## src/bus_yield_defs.vh

```
// constants for the bus yield, abort and instruction status block
// How it works
// - abort seen during float is held until float is removed.
// - read half of read-modify-write drives status code 1011.
// - abort outside the windows raises a high-priority non-resumable abort event.
// - address, data, strobe and direction float before grant asserts; byte enable is raised only in float idle, not in hold.
// - master releases request; processor drops grant when it retakes the bus.
// - a bus cycle in progress completes before the grant, unless an abort cuts it short at T2 and sends it to idle.
// - idle bus with nothing pending floats the cycle after request is sampled and grants a cycle later.
// - request two or more clocks before final state grants right after it.
// - later request may let one more cycle run before the grant.
// - an internally decided cycle on an idle bus completes before grant.
// - instruction begin pulse goes low once per instruction start.
// - user/supervisor output follows the user-mode bit of the state word.
// - interlock output is active during locked set/clear bit instructions.
// - instruction status outputs are timed by execution, not bus cycles.
// - reset_abort low one clock means abort; longer means reset.
// - abort in translation or float idle goes to second state then idle.
// - float sampled low in translation inserts float idle until float rises.
`ifndef BUS_YIELD_DEFS_VH
`define BUS_YIELD_DEFS_VH
`define ST_IDLE 3'h0
`define ST_T1 3'h1
`define ST_TRANS 3'h2
`define ST_FLOAT 3'h3
`define ST_T2 3'h4
`define ST_T3 3'h5
`define ST_T4 3'h6
`define ST_HOLD 3'h7
`define STATUS_RMW_READ 4'hb
`define STATUS_IDLE 4'h0
`endif

```

## src/instr_status.v

```verilog
// instruction status outputs driven from the execution section
`timescale 1ns/10ps
`include "bus_yield_defs.vh"
module instr_status (
	// clock and reset
	input wire clk,
	input wire reset,
	// execution section
	input wire instr_start,
	input wire user_mode_bit,
	input wire set_bit_locked_instr,
	input wire clear_bit_locked_instr,
	input wire locked_instr_done,
	// pins
	output reg instr_begin_pulse_n,
	output reg user_supervisor_indicator,
	output reg interlock_indicator_n
);
	// no bus state is read here: timing follows execution only
	always @(posedge clk) begin
		if (reset) begin
			instr_begin_pulse_n <= 1'b1;
			user_supervisor_indicator <= 1'b0;
			interlock_indicator_n <= 1'b1;
		end else begin
			instr_begin_pulse_n <= ~instr_start;
			user_supervisor_indicator <= user_mode_bit;
			if (instr_start && (set_bit_locked_instr || clear_bit_locked_instr)) begin
				interlock_indicator_n <= 1'b0;
			end else if (locked_instr_done) begin
				interlock_indicator_n <= 1'b1;
			end
		end
	end
endmodule

```

## src/cpu_bus_yield_abort_status.v

```verilog
// bus cycle sequencer with hold handshake, abort filter and instruction status
`timescale 1ns/10ps
`include "bus_yield_defs.vh"
module cpu_bus_yield_abort_status (
	// clock and reset
	input wire clk,
	input wire reset,
	// external pins in
	input wire bus_yield_request_n,
	input wire float_command_n,
	input wire reset_abort_n,
	input wire translation_on,
	// internal bus request
	input wire cycle_req,
	input wire cycle_rmw_read,
	input wire [3:0] cycle_status,
	// execution section
	input wire instr_start,
	input wire user_mode_bit,
	input wire set_bit_locked_instr,
	input wire clear_bit_locked_instr,
	input wire locked_instr_done,
	// bus outputs
	output reg [3:0] bus_cycle_status_lines,
	output reg bus_yield_grant_n,
	output reg bus_drive_oe,
	output reg address_strobe_n,
	output reg data_direction_in_oe,
	output reg high_byte_enable_low,
	output wire cycle_ack,
	// abort results
	output reg abort_retry,
	output reg abort_unrecoverable,
	output reg reset_out,
	// instruction status
	output wire instr_begin_pulse_n,
	output wire user_supervisor_indicator,
	output wire interlock_indicator_n
);
	reg hold_s_r, float_s_r, rab_s_r, rab_d_r;
	reg [2:0] st_r, st_nxt;
	reg pend_abort_r, pend_abort_nxt;
	reg [1:0] low_cnt_r;
	reg late_req_r;
	wire abort_pulse;
	wire in_window;
	wire want_hold;

	// pins released to the far side in hold and float idle
	function floated;
		input [2:0] s;
		begin
			floated = s == `ST_HOLD || s == `ST_FLOAT;
		end
	endfunction

	// a bus cycle opens on the edge that enters T1
	function opens_cycle;
		input [2:0] s;
		begin
			opens_cycle = s == `ST_T1;
		end
	endfunction

	// single sampling edge for all asynchronous pins
	always @(posedge clk) begin
		if (reset) begin
			hold_s_r <= 1'b0;
			float_s_r <= 1'b0;
			rab_s_r <= 1'b0;
			rab_d_r <= 1'b0;
		end else begin
			hold_s_r <= ~bus_yield_request_n;
			float_s_r <= ~float_command_n;
			rab_s_r <= ~reset_abort_n;
			// one more stage so a released pin can be told from a held one
			rab_d_r <= rab_s_r;
		end
	end

	// length of the low level decides abort or reset
	always @(posedge clk) begin
		if (reset) begin
			low_cnt_r <= 2'h0;
			reset_out <= 1'b0;
		end else begin
			if (rab_s_r && low_cnt_r != 2'h3) begin
				low_cnt_r <= low_cnt_r + 2'h1;
			end else if (!rab_s_r) begin
				low_cnt_r <= 2'h0;
			end
			// a second low clock already rules out an abort
			reset_out <= rab_s_r && low_cnt_r != 2'h0;
		end
	end
	// one clock low, now released
	assign abort_pulse = rab_d_r && !rab_s_r && low_cnt_r == 2'h1;
	assign in_window = st_r == `ST_TRANS || st_r == `ST_FLOAT;
	assign want_hold = hold_s_r;
	assign cycle_ack = st_r == `ST_T4;

	// pin low by the end of T2 is early; one that shows up later may be deferred
	always @(posedge clk) begin
		if (reset) begin
			late_req_r <= 1'b0;
		end else if (st_r == `ST_T3) begin
			late_req_r <= !want_hold;
		end else if (st_r == `ST_T1) begin
			late_req_r <= 1'b0;
		end
	end

	always @* begin
		st_nxt = st_r;
		pend_abort_nxt = pend_abort_r;
		case (st_r)
			`ST_IDLE: begin
				if (cycle_req) begin
					st_nxt = `ST_T1;
				// nothing pending: grant straight from idle
				end else if (want_hold) begin
					st_nxt = `ST_HOLD;
				end
			end
			`ST_T1: st_nxt = translation_on ? `ST_TRANS : `ST_T2;
			`ST_TRANS: begin
				if (abort_pulse) begin
					st_nxt = `ST_T2;
					pend_abort_nxt = 1'b1;
				end else if (float_s_r) begin
					st_nxt = `ST_FLOAT;
				end else begin
					st_nxt = `ST_T2;
				end
			end
			`ST_FLOAT: begin
				if (abort_pulse) begin
					pend_abort_nxt = 1'b1;
				end
				if (!float_s_r) begin
					st_nxt = `ST_T2;
				end
			end
			`ST_T2: st_nxt = pend_abort_r ? `ST_IDLE : `ST_T3;
			`ST_T3: st_nxt = `ST_T4;
			`ST_T4: begin
				// cycle_req still high in idle starts another cycle, so the requester drops it after cycle_ack
				if (want_hold && !late_req_r) begin
					st_nxt = `ST_HOLD;
				end else begin
					// a late request lets idle start a pending cycle first
					st_nxt = `ST_IDLE;
				end
			end
			// master gives the bus back by releasing its request
			`ST_HOLD: begin
				if (!want_hold) begin
					st_nxt = `ST_IDLE;
				end
			end
			default: st_nxt = `ST_IDLE;
		endcase
		if (st_r == `ST_T2) begin
			pend_abort_nxt = 1'b0;
		end
	end

	always @(posedge clk) begin
		if (reset) begin
			st_r <= `ST_IDLE;
			pend_abort_r <= 1'b0;
			abort_retry <= 1'b0;
			abort_unrecoverable <= 1'b0;
		end else begin
			st_r <= st_nxt;
			pend_abort_r <= pend_abort_nxt;
			// float holds off the response until float removed
			abort_retry <= st_r == `ST_T2 && pend_abort_r;
			// outside the windows retry cannot be promised
			abort_unrecoverable <= abort_pulse && !in_window;
		end
	end

	// pins float from the hold entry, grant follows a cycle later
	always @(posedge clk) begin
		if (reset) begin
			bus_yield_grant_n <= 1'b1;
			bus_drive_oe <= 1'b1;
			address_strobe_n <= 1'b1;
			data_direction_in_oe <= 1'b1;
			high_byte_enable_low <= 1'b0;
			bus_cycle_status_lines <= `STATUS_IDLE;
		end else begin
			bus_drive_oe <= !floated(st_nxt);
			data_direction_in_oe <= !floated(st_nxt);
			high_byte_enable_low <= st_nxt == `ST_FLOAT;
			// grant only after the pins have been released for a full cycle
			bus_yield_grant_n <= !(st_r == `ST_HOLD && st_nxt == `ST_HOLD);
			address_strobe_n <= !opens_cycle(st_nxt);
			if (opens_cycle(st_nxt) && cycle_rmw_read) begin
				bus_cycle_status_lines <= `STATUS_RMW_READ;
			end else if (opens_cycle(st_nxt)) begin
				bus_cycle_status_lines <= cycle_status;
			end else if (st_nxt == `ST_IDLE || st_nxt == `ST_HOLD) begin
				bus_cycle_status_lines <= `STATUS_IDLE;
			end
		end
	end

	instr_status u_instr_status (
		.clk(clk),
		.reset(reset),
		.instr_start(instr_start),
		.user_mode_bit(user_mode_bit),
		.set_bit_locked_instr(set_bit_locked_instr),
		.clear_bit_locked_instr(clear_bit_locked_instr),
		.locked_instr_done(locked_instr_done),
		.instr_begin_pulse_n(instr_begin_pulse_n),
		.user_supervisor_indicator(user_supervisor_indicator),
		.interlock_indicator_n(interlock_indicator_n)
	);
endmodule

```

## config.mk

```make
export PLATFORM = sky130hd
export DESIGN_NAME = cpu_bus_yield_abort_status
export DESIGN_NICKNAME = d
export VERILOG_FILES = /design/src/instr_status.v /design/src/cpu_bus_yield_abort_status.v
export VERILOG_INCLUDE_DIRS = /design/src /design/src/src
export SDC_FILE = /design/constraint.sdc
export NUM_CORES = 1
export LEC_CHECK = 0
export ABC_AREA = 1
export BUFFER_PORTS_ARGS = -buffer_cell sky130_fd_sc_hd__buf_2
export CORE_UTILIZATION = 45
export CTS_CLUSTER_DIAMETER = 60
export DETAILED_ROUTE_END_ITERATION = 12
export PLACE_DENSITY_LB_ADDON = 0.25
export SLEW_MARGIN = 20
export SYNTH_ARGS = -nofsm -noshare
export SYNTH_HDL_FRONTEND = slang
export SYNTH_HIERARCHICAL = 1
export SYNTH_SLANG_ARGS = --single-unit
```

## constraint.sdc

```tcl
create_clock -name clk -period 3.65 [get_ports clk]
set_input_delay 0.5475 -clock clk [delete_from_list [all_inputs] [get_ports clk]]
set_output_delay 0.5475 -clock clk [all_outputs]
set_load 0.01 [all_outputs]
```

# Word-level counts from Yosys, hierarchy flattened
# Index checks and enable logic that the tools add are counted.
[word_totals]
register_bits = 25
inputBits = 17
[classes]
add_sub_neg = 1
n_eq_ne = 13
muxes = 19
bitwise_logic = 4
n_reduce_logical = 32
[op_table]
columns = ["cell", "count"]
rows = [
  ["3-bit two-way mux", 9],
  ["3-bit case mux with 8 select lines", 1],
  ["3-bit == test, second input constant", 5],
  ["4-bit two-way mux", 3],
  ["1-bit logical AND", 10],
  ["3-bit by 2-bit == test with 1-bit output, second input constant", 3],
  ["2-bit nonzero test", 4],
  ["1-bit zero test", 7],
  ["3-bit by 1-bit == test with 1-bit output, second input constant", 2],
  ["3-bit zero test", 2],
  ["2-bit OR reduction", 3],
  ["1-bit logical OR", 4],
  ["1-bit two-way mux", 4],
  ["2-bit two-way mux", 2],
  ["1-bit NOT", 4],
  ["3-bit nonzero test", 1],
  ["2-bit by 1-bit adder with 2-bit output, second input constant", 1],
  ["2-bit by 1-bit == test with 1-bit output, second input constant", 1],
  ["2-bit by 1-bit != test with 1-bit output, second input constant", 1],
  ["2-bit != test, second input constant", 1],
  ["2-bit AND reduction", 1],
]

# Longest topological paths before layout
[depth]
depth_word = 10
mapped_depth = 12
depth_no_buf = 12

# Cells and area by module
# Netlist, hierarchy kept.
[modules_own_cells]
columns = ["module", "instances", "cells_per_inst", "area_per_inst_um2", "seq_area_each_um2"]
rows = [
  ["cpu_bus_yield_abort_status", 1, 122, 963.4, 440.4],
  ["instr_status", 1, 11, 93.8, 60.1],
]

# Least setup slack after synthesis
# Ideal clock, no wire load.
[synth_path]
path_kind = "flip-flop to flip-flop"
from = "register low_cnt_r[0]"
to = "register bus_cycle_status_lines[0]"
arrival_ns = 1.323
slack_ns = 2.194
path_stages_with_launch = 11
path_buffers = 0
synth_period_minus_slack_ns = 1.456
path_cell_list = "dfxtp_1 ha_1 nand2_1 nor2_1 nand2_1 nand2_2 nand3_4 nor2_8 inv_2 nand3_1 a21oi_1"
[synth_via]
elab_chain_cells = 7
word_cells_on_any_way = 12
[synth_rtl]
columns = ["element", "line", "rtl"]
rows = [
  ["start: declaration", "cpu_bus_yield_abort_status.v:43", "reg [1:0] low_cnt_r;"],
  ["start signal: assignment", "cpu_bus_yield_abort_status.v:88", "low_cnt_r <= low_cnt_r + 2'h1;"],
  ["2-bit by 1-bit == test with 1-bit output (*)", "cpu_bus_yield_abort_status.v:97", "assign abort_pulse = rab_d_r && !rab_s_r && low_cnt_r == 2'h1;"],
  ["1-bit logical AND (*)", "cpu_bus_yield_abort_status.v:97", ""],
  ["3-bit two-way mux (*)", "cpu_bus_yield_abort_status.v:127", "if (abort_pulse) begin"],
  ["3-bit case mux with 8 select lines (*)", "cpu_bus_yield_abort_status.v:116", "case (st_r)"],
  ["3-bit by 1-bit == test with 1-bit output (no line), or another cell as far along", "n/a", ""],
  ["4-bit two-way mux, or another cell as far along", "cpu_bus_yield_abort_status.v:202", "end else if (opens_cycle(st_nxt)) begin"],
  ["4-bit two-way mux / 3-bit nonzero test (equally long branches)", "n/a", ""],
  ["end signal: assignment", "cpu_bus_yield_abort_status.v:201", "bus_cycle_status_lines <= `STATUS_RMW_READ;"],
  ["end signal: assignment", "cpu_bus_yield_abort_status.v:203", "bus_cycle_status_lines <= cycle_status;"],
  ["end signal: assignment", "cpu_bus_yield_abort_status.v:205", "bus_cycle_status_lines <= `STATUS_IDLE;"],
  ["end: declaration", "cpu_bus_yield_abort_status.v:24", "output reg [3:0] bus_cycle_status_lines,"],
]
# Every way passes the cells marked *; elsewhere a longest branch is shown, timed or not.
# A chain may end at the register's enable or synchronous reset.

# Worst setup path after layout
[layout_path]
from = "register st_r[1]"
to = "output port cycle_ack"
[layout_via]
elab_chain_cells = 1
[layout_rtl]
columns = ["element", "line", "rtl"]
rows = [
  ["start: declaration", "cpu_bus_yield_abort_status.v:41", "reg [2:0] st_r, st_nxt;"],
  ["start signal: assignment", "cpu_bus_yield_abort_status.v:170", "st_r <= `ST_IDLE;"],
  ["start signal: assignment", "cpu_bus_yield_abort_status.v:175", "st_r <= st_nxt;"],
  ["3-bit == test", "n/a", ""],
  ["end: declaration", "cpu_bus_yield_abort_status.v:30", "output wire cycle_ack,"],
]
# Every way passes these cells.

==> run summary <==
Top layer used by detailed routing: met4
Vias in the first global route: 933
Reported max-cap violation count: 0
Area of the placeable core: 2210 um2
Part of the cycle the worst path needs: 0.472
Share of total power in the clock network: 0.156
Remaining number of nets flagged by the antenna check after routing: 0
P&R area growth vs syn: 20.2%
Number of distinct library cells after synthesis: 22
Initial Utilization: 0.478
Number of failing setup endpoints in the final timing report: 0
Syn nets: 153
Remaining global-route overflow: 0
Port Buffers: 32
Hold buffer count at CTS: 0
Clock network latency to the later pin of the worst-skew pair: 0.31 ns
RR Startpoint: low_cnt_r[0]
Maximum clock rate: 0.581 GHz
Nets: 188
Net switching power: 323 uW
Detail Route met2 WL: 991 um
Arrival time worst endpoint: 1.17 ns
Non-Filler Cell Area, Final: 1270 um2
Worst Path Required: 3.10 ns
Global-route wire length before repair: 3.77 mm
Worst slew pin tran: 0.309 ns
Hold Violations, Final: 0
Power density of the placed cells: 628 nW/um2
Max Slew Vio Count: 0
Final non-filler cell total: 195
Routed wire per std cell: 10.4 um
Static Leak: 0.000603 uW
HPWL after detailed placement: 1.60 mm
Total number of vias: 944
Routability-driven placement congestion ratio: 0.887
FF+latch area: 500 um2
Die Outline Area: 2550 um2
RSZ-0062 raised after global routing: false
Placement row count: 17
# DRC: 0
Synthesized area: 1060 um2
Critical path startpoint: st_r[1]
Share of total power consumed by net switching: 0.404
Average footprint of a synthesized cell: 7.95 um2
Post-route setup TNS: 0 ns
Number of antenna violations at the first check in global routing: 0
Sum of routed wire segments on met1: 932 um
Number of H-tree levels: 1
Count of antenna diodes in the layout: 0
Beginning of the worst hold path: reset_abort_n
# Post-CTS Setup Buffers: 0
IO Count: 33
Final worst clock skew: 0.00336 ns
Placement Cell Area: 1240 um2
Comb pwr share: 0.402
Total placed cells including tap cells: 191
Pre-antenna DRT Iters: 4
Yosys Warn Count: 6
Kind of launch point of the worst setup path: flop
Die boundary width: 50.5 um
Share of layout cells above drive strength 1: 0.311
Height of the die: 50.5 um
Number of instances in the synthesized netlist: 133
CTS Sinks: 25
DRC marker count from the first detailed-route iteration: 10
Amount of wire on met3 after detailed routing: 84 um
Total routing usage reported by global routing: 0.196
Internal Power: 476 uW
Count of state elements after synthesis: 25
Clock root buffer: sky130_fd_sc_hd__clkbuf_4
Worst ir drop on vdd: 0.383 mV
Per-cell via count in the routed design: 4.84
Clock transition at the register clock pins on the worst setup and hold paths after CTS: 0.13 ns
Slew margin rel.: 0.794
Element type at the critical path end: output port
Relative contribution of sequential cells to total power: 0.442
Critical path class: reg2out
Post-synthesis sequential area ratio: 0.473
Pin count of the biggest net entering global routing: 18
Overall routed net length: 2.03 mm
Number of buffers created by CTS: 3
Type of the worst min-delay path: in2reg
Status: complete, no violations
Fill cell total of the finished layout: 229
Tmin final: 1.72 ns
Post_cts resized: 0
CTS tree: built
Maximum net fanout on the critical path: 6
Post-layout power: 799 uW
Clk buf depth: 2
Area occupied by multi-input gates: 474 um2
[Yosys cell counts (all sizes together)]
| cell type | number | share of area |
|---|---|---|
| nor4 | 1 | 0.0059 |
| inv | 19 | 0.067 |
| nor2 | 24 | 0.11 |
| nand4 | 2 | 0.012 |
| dfxtp | 25 | 0.47 |
| ha | 3 | 0.036 |
| nand3 | 14 | 0.083 |
| o21ai | 2 | 0.0095 |
| a21oi | 9 | 0.043 |
| clkbuf | 1 | 0.0035 |
| o211ai | 3 | 0.021 |
| buf | 1 | 0.0071 |
| nor3 | 6 | 0.033 |
| nand2 | 23 | 0.091 |
[power by group through the flow]
stage	Combinational [uW]	Sequential [uW]	Clock, uW
3_5_place_dp	323	360	0
3_3_place_gp	312	359	0
4_1_cts	324	354	129
5_1_grt	362	360	141
2_1_floorplan	231	369	0
6_report	321	353	124
[cells by family after synthesis]
logic type / synth area share
buffers and inverters: 0.0781
DFF: 0.473
and+or+nand+nor: 0.340
adders and majority gates: 0.0355
AOI/OAI and AO/OA: 0.0734
[flip-flops by register name (all words and copies together), names as in the netlist]
register	cells
float_s_r	1
data_direction_in_oe	1
rab_d_r	1
late_req_r	1
reset_out	1
st_r	3
u_instr_status/user_supervisor_indicator	1
abort_retry	1
u_instr_status/interlock_indicator_n	1
bus_yield_grant_n	1
rab_s_r	1
low_cnt_r	2
bus_cycle_status_lines	4
u_instr_status/instr_begin_pulse_n	1
pend_abort_r	1
address_strobe_n	1
abort_unrecoverable	1
high_byte_enable_low	1
hold_s_r	1
[metal layers]
layer / up-vias / GRT usage
li1: 493 / -
met1: 422 / 0.232
met2: 27 / 0.333
met3: 2 / 0.0333
met4: 0 / 0.111
met5: - / 0
[cell type report]
cell class                      instances  area share
Tap cell                               28      0.0276
Inverter                               19      0.0561
Clock inverter                          1     0.00591
Clock buffer                            3      0.0177
Sequential cell                        25       0.394
Multi-Input combinational cell         87       0.373
Timing Repair Buffer                   32       0.126
[metrics by stage]
stage / utilization / hold slack (ns) / setup WS (ns)
after global placement: 0.561 / 0.454 / 2.09
after global routing: 0.575 / 0.350 / 1.76
final: 0.575 / 0.367 / 1.93
after CTS: 0.575 / 0.359 / 1.92
after detailed placement: 0.561 / 0.452 / 2.01
after floorplan: - / 0.422 / 2.19
[worst max-delay path, cell delays in order, from the launching register on]
cell                      delay (ns)
sky130_fd_sc_hd__dfxtp_1        0.48
sky130_fd_sc_hd__nand2_1        0.14
sky130_fd_sc_hd__nor2_1         0.10
sky130_fd_sc_hd__buf_2          0.13
[path summary, 6_finish.rpt]
path	cells past startpoint	slack, ns	endpoint
worst max-delay path	3	1.93	cycle_ack
worst min-delay path	2	0.37	rab_s_r
worst max register to register	9	2.00	bus_cycle_status_lines[3]
worst min register to register	2	0.48	abort_unrecoverable
[cell usage in the layout, fill, tap and decap left out, drive strengths merged]
cell      count
a21oi         9
buf          32
clkbuf        3
clkinvlp      1
dfxtp        25
ha            3
inv          19
nand2        23
nand3        14
nand4         2
nor2         24
nor3          6
nor4          1
o211ai        3
o21ai         2
Note: power is estimated with default switching activity, not from simulation.
